## src/hdl/ulr_pkg.sv

```systemverilog
// package for the usb line interface control register tail
package ulr_pkg;
  // ****************************************
  // register offsets
  // ****************************************
  localparam logic [7:0] OFS_EP_SPECIAL_MASK = 8'h34;
  localparam logic [7:0] OFS_OTG_FLAG_MASK = 8'h38;
  localparam logic [7:0] OFS_POWER_SIGNAL = 8'h3c;
  localparam logic [7:0] OFS_XCVR_CONTROL = 8'h40;
  localparam logic [7:0] OFS_ENDPOINT = 8'h30;
  localparam logic [7:0] OFS_IRQ_STATUS = 8'h44;
  localparam logic [7:0] OFS_IRQ_MASK = 8'h48;
  // ****************************************
  // field positions
  // ****************************************
  localparam int PWR_VALID_BIT = 8;
  localparam int XC_PULLDOWN_DIS_BIT = 18;
  localparam int XC_RESUME_SE0_BIT = 13;
  localparam int XC_RESUME_K_BIT = 12;
  localparam int XC_FILT_LSB = 8;
  localparam int XC_SUSPEND_EN_BIT = 7;
  localparam int XC_CONF_LSB = 4;
  localparam int EP_VALID_BIT = 4;
  localparam logic [4:0] EP_SPECIAL_OR = 5'h10;
  // ****************************************
  // reset values
  // ****************************************
  localparam logic [15:0] RST_EP_MASK = 16'h0000;
  localparam logic [31:0] RST_OTG_MASK = 32'h0000_0000;
  localparam logic [8:0] RST_POWER = 9'h000;
  localparam logic [3:0] RST_NIBBLE = 4'h0;
  localparam logic [2:0] RST_CONF = 3'h0;
  localparam logic [1:0] RST_IRQ = 2'h0;
  localparam logic [15:0] RST_FILT_CNT = 16'h0000;
  // usb line state encodings
  localparam logic [1:0] LS_SE0 = 2'h0;
  localparam logic [1:0] LS_J = 2'h1;
  localparam logic [1:0] LS_K = 2'h2;
  // irq status layout: bit0 se0 resume, bit1 k resume
  localparam int IRQ_SE0 = 0;
  localparam int IRQ_K = 1;

  typedef enum logic [1:0] {
    ULR_ACTIVE = 2'b00,
    ULR_SUSPENDED = 2'b01
  } ulr_susp_t;

  typedef struct packed {
    logic [7:0] addr;
    logic [31:0] wdata;
    logic wr;
    logic rd;
  } ulr_bus_req_t;

  typedef struct packed {
    logic valid;
    logic [3:0] ep;
  } ulr_token_t;
endpackage : ulr_pkg

```

## src/hdl/ulr_regs.sv

```systemverilog
// control register tail of the usb line interface with line-state filter
`timescale 1ns/1ps
// Functional notes
// - a 16-bit mask marks endpoints whose number goes to the receive port ored with 0x10.
// - bit 18 of transceiver control disables pulldowns on both port groups when set.
// - an automatic resume caused by se0 sets bit 13, which stays until software writes 0.
// - an automatic resume caused by a k state sets bit 12, which stays until software writes 0.
// - a line-state change propagates only after 2 to the power of bits 11:8 clocks.
// - bit 7 enables suspend and automatic resume from it; while it is clear, suspend requests are ignored.
// - bits 6:4 drive the three transceiver configuration pins directly.
// - the power signalling register holds 8 data bits and a valid bit, both reset to zero.
// - the last token endpoint number is recorded with a valid flag.
module ulr_regs #(
  parameter int FILT_CNT_W = 16
) (
  input wire logic sys_clk,
  input wire logic rst,
  input wire ulr_pkg::ulr_bus_req_t bus_req,
  output logic [31:0] bus_rdata,
  output logic irq,
  input wire logic [1:0] line_state_raw,
  input wire logic suspend_req,
  input wire ulr_pkg::ulr_token_t token_in,
  output logic [4:0] rx_endpoint,
  output logic [1:0] line_state_filt,
  output logic resume_pulse,
  output logic pulldown_dis_group_a,
  output logic pulldown_dis_group_b,
  output logic [2:0] transceiver_config_pins,
  output logic [7:0] power_data,
  output logic power_valid
);
  import ulr_pkg::*;

  // ****************************************
  // register storage
  // ****************************************
  logic [15:0] ep_mask_ff;
  logic [31:0] otg_mask_ff;
  logic [8:0] power_ff;
  logic pulldown_dis_ff;
  logic resume_se0_ff;
  logic resume_k_ff;
  logic [3:0] filt_log2_ff;
  logic suspend_en_ff;
  logic [2:0] conf_ff;
  logic [1:0] irq_status_ff;
  logic [1:0] irq_mask_ff;
  logic [31:0] rdata_ff;
  ulr_token_t last_token_ff;
  logic [4:0] rx_ep_ff;

  // per-register write strobes and hardware set events
  logic wr_ep_mask;
  logic wr_otg_mask;
  logic wr_power;
  logic wr_xc;
  logic wr_irq_mask;
  logic set_se0;
  logic set_k;

  // one write strobe per writable register; unmapped offsets match none of them
  assign wr_ep_mask = bus_req.wr && (bus_req.addr == OFS_EP_SPECIAL_MASK);
  assign wr_otg_mask = bus_req.wr && (bus_req.addr == OFS_OTG_FLAG_MASK);
  assign wr_power = bus_req.wr && (bus_req.addr == OFS_POWER_SIGNAL);
  assign wr_xc = bus_req.wr && (bus_req.addr == OFS_XCVR_CONTROL);
  assign wr_irq_mask = bus_req.wr && (bus_req.addr == OFS_IRQ_MASK);

  // endpoint special mask; the upper half of the word is reserved
  always_ff @(posedge sys_clk or posedge rst) begin
    if (rst) begin
      ep_mask_ff <= RST_EP_MASK;
    end else if (wr_ep_mask) begin
      ep_mask_ff <= bus_req.wdata[15:0];
    end
  end

  // otg flag mask, full word, no side effects
  always_ff @(posedge sys_clk or posedge rst) begin
    if (rst) begin
      otg_mask_ff <= RST_OTG_MASK;
    end else if (wr_otg_mask) begin
      otg_mask_ff <= bus_req.wdata;
    end
  end

  // power signalling data and valid flag
  always_ff @(posedge sys_clk or posedge rst) begin
    if (rst) begin
      power_ff <= RST_POWER;
    end else if (wr_power) begin
      power_ff <= bus_req.wdata[PWR_VALID_BIT:0];
    end
  end

  // transceiver control fields; the cause flags live with their set logic
  always_ff @(posedge sys_clk or posedge rst) begin
    if (rst) begin
      pulldown_dis_ff <= 1'b0;
      filt_log2_ff <= RST_NIBBLE;
      suspend_en_ff <= 1'b0;
      conf_ff <= RST_CONF;
    end else if (wr_xc) begin
      pulldown_dis_ff <= bus_req.wdata[XC_PULLDOWN_DIS_BIT];
      filt_log2_ff <= bus_req.wdata[XC_FILT_LSB +: 4];
      suspend_en_ff <= bus_req.wdata[XC_SUSPEND_EN_BIT];
      conf_ff <= bus_req.wdata[XC_CONF_LSB +: 3];
    end
  end

  // interrupt mask, same layout as the status
  always_ff @(posedge sys_clk or posedge rst) begin
    if (rst) begin
      irq_mask_ff <= RST_IRQ;
    end else if (wr_irq_mask) begin
      irq_mask_ff <= bus_req.wdata[1:0];
    end
  end

  // ****************************************
  // line-state filter
  // ****************************************
  logic [1:0] ls_s1_ff;
  logic [1:0] ls_s2_ff;
  logic [1:0] ls_s3_ff;
  logic [1:0] ls_cand_ff;
  logic [1:0] ls_filt_ff;
  logic [FILT_CNT_W-1:0] filt_cnt_ff;
  logic [FILT_CNT_W-1:0] filt_target;

  // three-stage synchroniser; a change counts once stages two and three agree
  always_ff @(posedge sys_clk or posedge rst) begin
    if (rst) begin
      ls_s1_ff <= LS_SE0;
      ls_s2_ff <= LS_SE0;
      ls_s3_ff <= LS_SE0;
    end else begin
      ls_s1_ff <= line_state_raw;
      ls_s2_ff <= ls_s1_ff;
      ls_s3_ff <= ls_s2_ff;
    end
  end

  // 2**n clocks; a shift past the counter width saturates to all ones
  assign filt_target = (32'(filt_log2_ff) >= FILT_CNT_W) ? '1 :
                       FILT_CNT_W'(1) << filt_log2_ff;

  // restart on any change of the candidate, forward once it held the full count
  always_ff @(posedge sys_clk or posedge rst) begin
    if (rst) begin
      ls_cand_ff <= LS_SE0;
      ls_filt_ff <= LS_SE0;
      filt_cnt_ff <= FILT_CNT_W'(RST_FILT_CNT);
    end else if (ls_s2_ff == ls_s3_ff && ls_s3_ff != ls_cand_ff) begin
      ls_cand_ff <= ls_s3_ff;
      filt_cnt_ff <= FILT_CNT_W'(1);
    end else if (ls_cand_ff != ls_filt_ff) begin
      if (filt_cnt_ff >= filt_target) begin
        ls_filt_ff <= ls_cand_ff;
      end else begin
        filt_cnt_ff <= filt_cnt_ff + FILT_CNT_W'(1);
      end
    end
  end

  // ****************************************
  // suspend controller
  // ****************************************
  ulr_susp_t susp_ff;
  logic resume_pulse_ff;

  // suspends only when enabled; se0 or k on the filtered line, or a cleared enable, ends suspend
  always_ff @(posedge sys_clk or posedge rst) begin
    if (rst) begin
      susp_ff <= ULR_ACTIVE;
    end else begin
      case (susp_ff)
        ULR_ACTIVE: begin
          if (suspend_req && suspend_en_ff) begin
            susp_ff <= ULR_SUSPENDED;
          end
        end
        ULR_SUSPENDED: begin
          if (!suspend_en_ff) begin
            susp_ff <= ULR_ACTIVE;
          end else if (ls_filt_ff == LS_SE0 || ls_filt_ff == LS_K) begin
            susp_ff <= ULR_ACTIVE;
          end
        end
        default: susp_ff <= ULR_ACTIVE;
      endcase
    end
  end

  // one-cycle pulse on the edge that leaves suspend for a line event
  always_ff @(posedge sys_clk or posedge rst) begin
    if (rst) begin
      resume_pulse_ff <= 1'b0;
    end else begin
      resume_pulse_ff <= set_se0 || set_k;
    end
  end

  // wake causes; clearing the enable while suspended wakes with no cause
  assign set_se0 = (susp_ff == ULR_SUSPENDED) && suspend_en_ff && (ls_filt_ff == LS_SE0);
  assign set_k = (susp_ff == ULR_SUSPENDED) && suspend_en_ff && (ls_filt_ff == LS_K);

  // se0 cause flag: hardware set wins over a software clear in the same cycle
  always_ff @(posedge sys_clk or posedge rst) begin
    if (rst) begin
      resume_se0_ff <= 1'b0;
    end else if (set_se0) begin
      resume_se0_ff <= 1'b1;
    end else if (wr_xc && !bus_req.wdata[XC_RESUME_SE0_BIT]) begin
      resume_se0_ff <= 1'b0;
    end
  end

  // k cause flag: writing 1 leaves it alone, so software may rewrite the word
  always_ff @(posedge sys_clk or posedge rst) begin
    if (rst) begin
      resume_k_ff <= 1'b0;
    end else if (set_k) begin
      resume_k_ff <= 1'b1;
    end else if (wr_xc && !bus_req.wdata[XC_RESUME_K_BIT]) begin
      resume_k_ff <= 1'b0;
    end
  end

  // ****************************************
  // endpoint tracking
  // ****************************************
  // last token seen, readable at the endpoint offset
  always_ff @(posedge sys_clk or posedge rst) begin
    if (rst) begin
      last_token_ff <= '0;
    end else if (token_in.valid) begin
      last_token_ff <= token_in;
    end
  end

  // receive port number, tagged for endpoints marked special
  always_ff @(posedge sys_clk or posedge rst) begin
    if (rst) begin
      rx_ep_ff <= 5'h00;
    end else if (token_in.valid) begin
      rx_ep_ff <= ep_mask_ff[token_in.ep] ? ({1'b0, token_in.ep} | EP_SPECIAL_OR)
                                          : {1'b0, token_in.ep};
    end
  end

  // ****************************************
  // interrupts and read-back
  // ****************************************
  // a status read doubles as its clear strobe
  logic rd_irq;
  assign rd_irq = bus_req.rd && (bus_req.addr == OFS_IRQ_STATUS);

  // sticky status cleared by reading it; a new event in that cycle survives
  always_ff @(posedge sys_clk or posedge rst) begin
    if (rst) begin
      irq_status_ff <= RST_IRQ;
    end else begin
      irq_status_ff <= (rd_irq ? 2'h0 : irq_status_ff) | {set_k, set_se0};
    end
  end

  // read data in the cycle after the strobe, zero for unmapped offsets
  always_ff @(posedge sys_clk or posedge rst) begin
    if (rst) begin
      rdata_ff <= 32'h0000_0000;
    end else begin
      rdata_ff <= 32'h0000_0000;
      if (bus_req.rd) begin
        case (bus_req.addr)
          OFS_ENDPOINT: rdata_ff <= {27'h0, last_token_ff.valid, last_token_ff.ep};
          OFS_EP_SPECIAL_MASK: rdata_ff <= {16'h0, ep_mask_ff};
          OFS_OTG_FLAG_MASK: rdata_ff <= otg_mask_ff;
          OFS_POWER_SIGNAL: rdata_ff <= {23'h0, power_ff};
          OFS_XCVR_CONTROL: rdata_ff <= {13'h0, pulldown_dis_ff, 4'h0, resume_se0_ff,
                                         resume_k_ff, filt_log2_ff, suspend_en_ff,
                                         conf_ff, 4'h0};
          OFS_IRQ_STATUS: rdata_ff <= {30'h0, irq_status_ff};
          OFS_IRQ_MASK: rdata_ff <= {30'h0, irq_mask_ff};
          default: rdata_ff <= 32'h0000_0000;
        endcase
      end
    end
  end

  // pins come straight from flops; the irq level is the only gate here
  assign bus_rdata = rdata_ff;
  assign irq = |(irq_status_ff & irq_mask_ff);
  assign rx_endpoint = rx_ep_ff;
  assign line_state_filt = ls_filt_ff;
  assign resume_pulse = resume_pulse_ff;
  assign pulldown_dis_group_a = pulldown_dis_ff;
  assign pulldown_dis_group_b = pulldown_dis_ff;
  assign transceiver_config_pins = conf_ff;
  assign power_data = power_ff[7:0];
  assign power_valid = power_ff[PWR_VALID_BIT];
endmodule : ulr_regs

```

## config.mk

```make
export PLATFORM = sky130hd
export DESIGN_NAME = ulr_regs
export DESIGN_NICKNAME = d
export VERILOG_FILES = /design/src/hdl/ulr_pkg.sv /design/src/hdl/ulr_regs.sv
export SDC_FILE = /design/constraint.sdc
export NUM_CORES = 1
export LEC_CHECK = 0
export ABC_CLOCK_PERIOD_IN_PS = 12600
export BUFFER_PORTS_ARGS = -buffer_cell sky130_fd_sc_hd__buf_2
export CAP_MARGIN = 40
export CORE_ASPECT_RATIO = 0.8
export CORE_UTILIZATION = 30
export DETAILED_ROUTE_END_ITERATION = 8
export SYNTH_ARGS = -nofsm -noshare
export SYNTH_HDL_FRONTEND = slang
export SYNTH_SLANG_ARGS = --single-unit
```

## constraint.sdc

```tcl
create_clock -name sys_clk -period 12.6 [get_ports sys_clk]
set_clock_uncertainty 0.2 [all_clocks]
set_input_delay 2.52 -clock sys_clk [delete_from_list [all_inputs] [get_ports sys_clk]]
set_output_delay 2.52 -clock sys_clk [all_outputs]
set_load 0.02 [all_outputs]
```

==> results of run 1 <==
cells in the mapped netlist, types with 3 or more instances:
cell      number
and3_1        15
a21oi_1       27
nor2b_1        7
inv_1         10
o31ai_1        5
xnor2_1        6
a22oi_1       20
mux4_2         6
ha_1          17
or4_1          9
buf_4          5
nor2_1        30
o211ai_1       5
mux2i_1        4
mux2_2        77
nand3_1       12
buf_2          6
nand2_1       39
nand4_1        6
dfrtp_1      138
and2_1         3
nor3_2         3
o21ai_0       13
clkbuf_1      13
xor2_1         4
worst max-delay path by stage:
stage	from	end	slack [ns]	cells after the start
CTS	bus_req[41]	power_ff[6]	8.22	6
global route	bus_req[41]	power_ff[6]	8.05	6
floorplan	rst	bus_rdata[0]	6.18	1
detailed placement	bus_req[41]	power_ff[6]	7.77	6
finish	bus_req[41]	power_ff[6]	8.21	6
global placement	bus_req[41]	otg_mask_ff[21]	7.35	7
worst max-delay path, cell delays in order:
cell and delay, ns:
buf_2 0.10, nor3_2 0.26, nand2_2 0.17, nor2_1 0.57, nand2_1 0.47, mux2_2 0.40
where the power goes:
| group | total [W] | internal, W | leakage [nW] | switching [W] |
|---|---|---|---|---|
| clock | 0.000485 | 0.000290 | 0.279 | 0.000194 |
| sequential | 0.000490 | 0.000466 | 1.85 | 0.0000241 |
| combinational | 0.000135 | 0.0000548 | 1.59 | 0.0000803 |
| total | 0.00111 | 0.000811 | 3.72 | 0.000299 |
cell usage in the layout, fill, tap and decap left out, types with 2 or more instances in the layout:
cell type / count
dfrtp_1: 138
buf_2: 106
mux2_2: 77
nand2_1: 39
nor2_1: 30
a21oi_1: 27
a22oi_1: 20
ha_1: 17
clkbuf_16: 17
and3_1: 15
o21ai_0: 13
nand3_1: 12
inv_1: 9
or4_1: 9
nor2b_1: 7
nand4_1: 6
mux4_2: 6
xnor2_1: 6
o211ai_1: 5
o31ai_1: 5
clkinv_2: 5
buf_4: 5
mux2i_1: 4
xor2_1: 4
clkinv_4: 4
nor3_2: 3
and2_1: 3
clkinvlp_4: 3
nand2b_1: 2
nor4_1: 2
nor3_1: 2
nor3b_1: 2
or2_2: 2
inv_6: 2
a211oi_1: 2
bufinv_16: 2
flip-flops by register name, summed over array words and instances, names as in the netlist, 3 cells and up:
| signal | cells |
|---|---|
| power_ff | 9 |
| otg_mask_ff | 32 |
| last_token_ff | 4 |
| filt_cnt_ff | 16 |
| bus_rdata | 32 |
| filt_log2_ff | 4 |
| transceiver_config_pins | 3 |
| ep_mask_ff | 16 |
routing by layer:
layer	global-route usage [%]	up-vias	wire length, um
met3	5.05	20	1040
li1	-	2050	-
met4	5.66	0	280
met2	23.4	133	6970
met5	0	-	0
met1	20.7	2235	7070
layout make-up:
class	count	area [um2]
fill	1971	12400
sequential	138	3450
multi-input combinational	334	2590
timing repair buffer	113	611
clock buffer	17	425
tap	264	330
clock inverter	15	151
inverter	10	42.5
antenna	1	2.50
cell families (layout without fill, tap and decap cells):
family          count (synthesis)  after routing  share of synthesized area [%]
buf+inv                        34            155                           2.48
simple gates                  140            140                           11.7
other cells                     0              1                              0
compound gates                 79             79                           8.28
flops                         138            138                           55.7
xor+xnor                       10             10                           1.41
fa+ha+maj                      17             17                           3.43
mux                            88             88                           17.0
stage by stage:
step | util, % | total power, W | cells | instance area (um2)
floorplan | - | 0.000587 | 506 | 6200
global placement | 34.9 | 0.000625 | 857 | 6980
detailed placement | 35.1 | 0.000633 | 859 | 7030
CTS | 38.0 | 0.00112 | 891 | 7600
global route | 38.0 | 0.00116 | 891 | 7600
finish | 38.0 | 0.00111 | 892 | 7610
==> summary.md, run 1 <==
| Metric | Value |
|---|---|
| Max clock buf depth | `2` |
| 1st-iter DRT viols | `292` |
| Final WL | `15.4 mm` |
| Gates resized, CTS repair | `0` |
| Period minus WS final | `4.39 ns` |
| Hold_sp | `ls_s1_ff[1]` |
| Worst setup margin | `8.21 ns` |
| Register area share after synthesis | `roughly 56%` |
| First-pass GRT wire length | `~25 mm` |
| WHS | `0.150 ns` |
| Post-Route Setup TNS | `0 ns` |
| Crit-path max FO | `9` |
| Routed Antenna Nets | `0` |
| Core area | `20000 um2` |
| Starting Density | `30.9%` |
| Row count | `46` |
| Top FF cell, synth | `dfrtp_1` |
| Total CTS buffers | `17` |
| CTS sink cnt | `around 140` |
| Reg2reg start | `filt_log2_ff[0]` |
| Pwr/cell area | `approximately 150 nW/um2` |
| Share of synthesized registers carrying an async set or reset | `between 90% and 100%` |
| Worst path required time | `12.70 ns` |
| Status | `finished, final reports clean` |
| DRT Pass-1 Iters | `6` |
| Worst reg2reg path depth | `9` |
| Final Setup Violations | `0` |
| Layout Nets | `683` |
| Vias in the first global route | `approximately 4.5k` |
| Cell taking the most area after synthesis | `dfrtp_1` |
| RR Endpoint | `filt_cnt_ff[10]` |
| Post-CTS Hold Buffers | `0` |
| GR Overflow Total | `0` |
| Worst setup EP type | `register` |
| Dpl hpwl | `~11 mm` |
| Clock transition at path regs | `0.06 ns` |
| Drt wl/cell | `roughly 17 um` |
| Hold EP | `ls_s2_ff[1]` |
| Total global-route track usage | `15.5%` |
| RSZ-0062 raised after global routing | `false` |
| HP Class | `reg2reg` |
| DR DRC count | `0` |
| Syn Inst Count | `506` |
| R2r setup slk | `9.14 ns` |
| Largest net degree at the start of global routing | `64` |
| Top cells by area, synth | `dfrtp_1, mux2_2, ha_1` |
| FMAX | `228 MHz` |
| CTS tree | `built` |
| Area grow syn2layout | `22.7%` |
| Max cap viols | `0` |
| Crit path kind | `in2reg` |
| Mapped Avg Cell Area | `between 10 and 15 um2` |
| Relative max-transition margin | `42.3%` |
| Synthesized Nets | `575` |
| Leak | `3.72 nW` |
| Layout cells sized above 1 | `a little under 40%` |
| Vias | `4438` |
| Clock root buffer | `clkbuf_16` |
| GP Congestion | `0.833` |
| Worst-skew pair later-pin latency | `0.42 ns` |
| H-tree Lvls | `4` |
| Vias per cell | `4.98` |
| Worst Max-Slew Pin Slew | `0.863 ns` |
| Slew Viols, Final | `0` |
| Pre-CTS setup slack | `7.77 ns` |
| Post-synth EDFFs | `0` |
| Crit start category | `primary input` |
| Peak VDD IR | `0.0682 mV` |
| Hold path depth | `0` |
| Initial antenna violation count | `2` |
| Post-synthesis cell type count | `45` |
| Arrival time worst endpoint | `4.50 ns` |
| Syn. warnings | `0` |
| IO Pins | `107` |
| PortBufs | `106` |
| Fin crit share | `between 30% and 40%` |
| Share of the synthesized area in the top cell type | `between 50 and 60%` |
| Synthesized cell area | `just over 6000 um2` |
| Die W | `163 um` |
| Postcts setup bufs | `0` |
| Die Span Y | `131 um` |
| Final Hold Viols | `0` |
| #FFs+latches synth | `138` |
| Die ar. | `21200 um2` |
Note: power is estimated with default switching activity, not from simulation.
==> inputs of run 2 (changes only) <==
--- a/config.mk
+++ b/config.mk
@@ -5,7 +5,7 @@
 export SDC_FILE = /design/constraint.sdc
 export NUM_CORES = 1
 export LEC_CHECK = 0
-export ABC_CLOCK_PERIOD_IN_PS = 12600
+export ABC_CLOCK_PERIOD_IN_PS = 4350
 export BUFFER_PORTS_ARGS = -buffer_cell sky130_fd_sc_hd__buf_2
 export CAP_MARGIN = 40
 export CORE_ASPECT_RATIO = 0.8
==> constraint.sdc (replaced) <==
create_clock -name sys_clk -period 4.35 [get_ports sys_clk]
set_clock_uncertainty 0.2 [all_clocks]
set_input_delay 0.87 -clock sys_clk [delete_from_list [all_inputs] [get_ports sys_clk]]
set_output_delay 0.87 -clock sys_clk [all_outputs]
set_load 0.02 [all_outputs]
==> summary.md, run 2 (synthesis results as in run 1) <==
| Metric | Value |
|---|---|
| Routed Antenna Nets | `0` |
| Pwr/cell area | `425 nW/um2` |
| Pre-CTS setup slack | `1.09 ns` |
| Drt wl/cell | `17.1 um` |
| GR Util met3 | `5.21%` |
| GP Congestion | `a little under 0.9` |
| 1st-iter DRT viols | `between 200 and 250` |
| Die ar. | `roughly 21000 um2` |
| Crit start category | `register` |
| Total global-route track usage | `14.9%` |
| HP Class | `reg2reg` |
| Crit-path max FO | `17` |
| DR DRC count | `0` |
| IO Pins | `107` |
| CTS sink cnt | `between 100 and 150` |
| Layout Nets | `684` |
| Die W | `between 150 and 200 um` |
| Starting Density | `30.9%` |
| Max clock buf depth | `2` |
| Post-Route Setup TNS | `0 ns` |
| Period minus WS final | `3.31 ns` |
| Relative max-transition margin | `51.4%` |
| FMAX | `303 MHz` |
| Most common cell after layout, fill and taps aside | `dfrtp_1` |
| Switch Pwr | `about 0.00086 W` |
| Combinational share of power | `between 10% and 20%` |
| Clk pwr share | `between 40% and 50%` |
| Worst Max-Slew Pin Slew | `a little over 0.7 ns` |
| Worst setup margin | `1.04 ns` |
| Final Hold Viols | `0` |
| Seq. cell area | `3450 um2` |
| Area grow syn2layout | `22.8%` |
| Top Usage Layer GRT | `met2` |
| Fill cell count | `1955` |
| Most frequent cells in the layout | `dfrtp_1, buf_2, mux2_2` |
| Peak VDD IR | `0.211 mV` |
| Power Internal | `0.00237 W` |
| Postcts setup bufs | `0` |
| Status | `finished, final reports clean` |
| Global routing usage on met2 | `approximately 22%` |
| H-tree Lvls | `4` |
| Max cap viols | `0` |
| Vias | `4410` |
| Worst setup EP type | `register` |
| CTS tree | `built` |
| Final core utilization | `38.0%` |
| Layout cells sized above 1 | `38.5%` |
| Vias per cell | `roughly 5` |
| Worst path required time | `4.45 ns` |
| Fin crit share | `76.0%` |
| Seq pwr share | `43.8%` |
| DRT Pass-1 Iters | `4` |
| PortBufs | `around 110` |
| Core area | `20000 um2` |
| Post-CTS Hold Buffers | `0` |
| Slew Viols, Final | `0` |
| First-pass GRT wire length | `24.1 mm` |
| Leak | `between 3 and 4 nW` |
| Vias in the first global route | `about 4.4k` |
| Clock root buffer | `clkbuf_16` |
| Total CTS buffers | `17` |
| Largest net degree at the start of global routing | `66` |
| Area of the multi-input gates | `approximately 2600 um2` |
| Initial antenna violation count | `2` |
| WHS | `0.151 ns` |
| Arrival time worst endpoint | `about 3.4 ns` |
| Final Setup Violations | `0` |
| Gates resized, CTS repair | `0` |
| Clock transition at path regs | `0.06 ns` |
| RSZ-0062 raised after global routing | `false` |
| Final WL | `15.2 mm` |
| Worst-skew pair later-pin latency | `0.42 ns` |
| Crit path kind | `reg2reg` |
| Dpl hpwl | `11.0 mm` |
| GR Util met1 | `between 20% and 30%` |
| Switch share | `about a quarter` |
| GR Overflow Total | `0` |
| Row count | `46` |
| Die Span Y | `131 um` |
[run 2: worst max-delay path, stage by stage (launching register included)]
cell      delay (ns)
dfrtp_1         0.50
nor2b_1         0.29
nand3_1         0.12
ha_1            0.31
a21oi_1         0.15
o21ai_1         0.12
a211oi_4        0.37
nand3b_2        0.35
nor4_1          0.41
mux2_2          0.37
[run 2: worst paths after layout]
path	start	end	slack (ns)	cells after the start
max	filt_log2_ff[2]	filt_cnt_ff[10]	1.04	9
min	ls_s1_ff[1]	ls_s2_ff[1]	0.15	0
max reg2reg	filt_log2_ff[2]	filt_cnt_ff[10]	1.04	9
min reg2reg	ls_s1_ff[1]	ls_s2_ff[1]	0.15	0
max in group asynchronous	rst	otg_mask_ff[16]	2.60	3
min in group asynchronous	rst	bus_rdata[1]	0.34	2
[run 2: power groups by stage]
stage                     Clock, W  Combinational (W)  Sequential, W
final                      0.00143           0.000389        0.00142
after detailed placement         0           0.000390        0.00144
after CTS                  0.00146           0.000392        0.00142
after global routing       0.00152           0.000433        0.00142
after floorplan                  0           0.000269        0.00143
after global placement           0           0.000379        0.00143
[run 2: cell type report]
class | instances | share of cell area (%)
clock inverter | 13 | 1.87
inverter | 10 | 0.542
antenna | 2 | 0.0657
sequential | 138 | 45.4
multi-input combinational | 334 | 34.0
timing repair buffer | 114 | 7.97
clock buffer | 19 | 5.82
tap | 264 | 4.34
[run 2: per-stage QoR]
stage | total power, W | area [um2] | instances
final | 0.00323 | 7610 | 894
after global routing | 0.00338 | 7610 | 892
after CTS | 0.00327 | 7610 | 892
after detailed placement | 0.00183 | 7020 | 860
after global placement | 0.00181 | 7010 | 859
after floorplan | 0.00170 | 6200 | 506
[run 2: routing by layer]
metal	vias up	part of all wire, %
li1	2046	-
met1	2214	47
met2	136	43
met3	14	8.3
met4	0	1.7
met5	-	0
==> inputs of run 3 (changes only) <==
--- a/config.mk
+++ b/config.mk
@@ -5,7 +5,7 @@
 export SDC_FILE = /design/constraint.sdc
 export NUM_CORES = 1
 export LEC_CHECK = 0
-export ABC_CLOCK_PERIOD_IN_PS = 4350
+export ABC_CLOCK_PERIOD_IN_PS = 3200
 export BUFFER_PORTS_ARGS = -buffer_cell sky130_fd_sc_hd__buf_2
 export CAP_MARGIN = 40
 export CORE_ASPECT_RATIO = 0.8
==> constraint.sdc (replaced) <==
create_clock -name sys_clk -period 3.2 [get_ports sys_clk]
set_clock_uncertainty 0.2 [all_clocks]
set_input_delay 0.64 -clock sys_clk [delete_from_list [all_inputs] [get_ports sys_clk]]
set_output_delay 0.64 -clock sys_clk [all_outputs]
set_load 0.02 [all_outputs]
==> summary.md, run 3 (synthesis results as in run 1) <==
| Metric | Value |
|---|---|
| Most common cell after layout, fill and taps aside | `dfrtp_1` |
| Most frequent cells in the layout | `dfrtp_1, buf_2, mux2_2` |
| CTS sink cnt | `roughly 140` |
| Worst setup EP type | `register` |
| Cell Area, Placed | `just over 7000 um2` |
| PortBufs | `106` |
| RR Endpoint | `filt_cnt_ff[3]` |
| Relative max-transition margin | `46.4%` |
| Reg2reg start | `filt_log2_ff[3]` |
| Worst-skew pair later-pin latency | `0.42 ns` |
| Placed Cells incl. Taps | `about 870` |
| Final Setup Violations | `0` |
| Arrival time worst endpoint | `3.17 ns` |
| Crit path kind | `reg2reg` |
| Die ar. | `approximately 21000 um2` |
| Worst reg2reg path depth | `11` |
| Pwr/cell area | `571 nW/um2` |
| Finished Cell Area | `7740 um2` |
| Vias | `4523` |
| Clock transition at path regs | `0.06 ns` |
| Power Total | `0.00442 W` |
| Dpl hpwl | `11.3 mm` |
| Peak VDD IR | `~0.4 mV` |
| Area grow syn2layout | `24.9%` |
| HP Class | `in2reg` |
| Max cap viols | `0` |
| Core area | `20000 um2` |
| DR DRC count | `0` |
| Total global-route track usage | `around 16%` |
| Layout Nets | `694` |
| Slew Viols, Final | `0` |
| Crit start category | `register` |
| Starting Density | `30.9%` |
| Seq. cell area | `3460 um2` |
| DRT Pass-1 Iters | `6` |
| Die Span Y | `131 um` |
| Largest net degree at the start of global routing | `44` |
| Vias per cell | `roughly 5.0` |
| GP Congestion | `0.867` |
| FMAX | `331 MHz` |
| Leak | `approximately 3.8 nW` |
| Post-layout instance count excluding filler cells | `903` |
| Crit-path max FO | `9` |
| Status | `finished, final reports clean` |
| Drt wl/cell | `between 15 and 20 um` |
| Critical path endpoint | `filt_cnt_ff[3]` |
| H-tree Lvls | `4` |
| Final WL | `15.6 mm` |
| CP startpoint | `filt_log2_ff[3]` |
| Layout cells sized above 1 | `40.4%` |
| IO Pins | `between 100 and 150` |
| Worst Max-Slew Pin Slew | `0.802 ns` |
| Period minus WS final | `3.02 ns` |
| Worst path required time | `3.35 ns` |
| Max clock buf depth | `2` |
| R2r setup slk | `around 0.18 ns` |
| 1st-iter DRT viols | `roughly 270` |
| Final Hold Viols | `0` |
| Routed Antenna Nets | `0` |
| Die W | `163 um` |
| CTS tree | `built` |
| Row count | `46` |
| Fin crit share | `94.4%` |
| Area of the multi-input gates | `2630 um2` |
| Fill cell count | `~1.9k` |
| First-pass GRT wire length | `approximately 25 mm` |
| Total CTS buffers | `17` |
| Vias in the first global route | `4685` |
| Initial antenna violation count | `2` |
| Clock root buffer | `clkbuf_16` |
| GR Overflow Total | `0` |
## run 3: repair_timing
item / CTS / global route
endpoints found under the setup margin: 0 / 12
setup buffers: 0 / 2
endpoints found under the hold margin: 11 / 0
gates resized for setup: 0 / 9
hold buffers: 1 / 0
## run 3: report_power, final
part	switching [W]	internal, W
Combinational	0.000341	0.000255
Sequential	0.0000910	0.00183
Clock	0.000797	0.00111
## run 3: metrics by stage
step | setup WS [ns] | setup TNS [ns] | hold slack (ns) | utilization, %
2_1_floorplan | 0.312 | 0 | 0.131 | -
3_3_place_gp | 0.163 | 0 | 0.135 | 35.3
3_5_place_dp | 0.0849 | 0 | 0.140 | 35.4
4_1_cts | 0.0373 | 0 | 0.112 | 38.3
5_1_grt | -0.00352 | -0.00430 | 0.112 | 38.6
6_report | 0.179 | 0 | 0.129 | 38.6
## run 3: worst min path at each step
stage | from | to | slack (ns) | cells past startpoint
floorplan | ls_s1_ff[0] | ls_s2_ff[0] | 0.13 | 0
global placement | ls_s1_ff[0] | ls_s2_ff[0] | 0.14 | 0
detailed placement | ls_s1_ff[1] | ls_s2_ff[1] | 0.14 | 0
CTS | line_state_raw[1] | ls_s1_ff[1] | 0.11 | 1
global route | line_state_raw[1] | ls_s1_ff[1] | 0.11 | 1
finish | line_state_raw[1] | ls_s1_ff[1] | 0.13 | 1
## run 3: per-layer routing
| layer | GRT usage [%] | share of wire, % | vias up | wire length, um |
|---|---|---|---|---|
| li1 | - | - | 2065 | - |
| met1 | 20.6 | 46 | 2281 | 7130 |
| met2 | 23.4 | 44 | 156 | 6960 |
| met3 | 5.49 | 7.8 | 19 | 1230 |
| met4 | 5.44 | 2.0 | 2 | 312 |
| met5 | 0 | 0.083 | - | 13 |
## run 3: area by class of cell
class / instances / area share (%)
Clock buffer: 18 / 5.67
Tap cell: 264 / 4.27
Antenna cell: 1 / 0.0323
Timing Repair Buffer: 124 / 9.12
Sequential cell: 138 / 44.6
Clock inverter: 14 / 1.76
Multi-Input combinational cell: 334 / 34.0
Inverter: 10 / 0.533
## run 3: worst max-delay path, cell delays in order, from the launching register on
cell,delay [ns]
dfrtp_1,0.39
buf_4,0.16
nor2b_2,0.20
nand3_1,0.12
ha_1,0.31
a21oi_1,0.14
o21bai_1,0.11
a211oi_4,0.37
nand3b_4,0.18
buf_4,0.21
or4_1,0.48
nand2_1,0.08
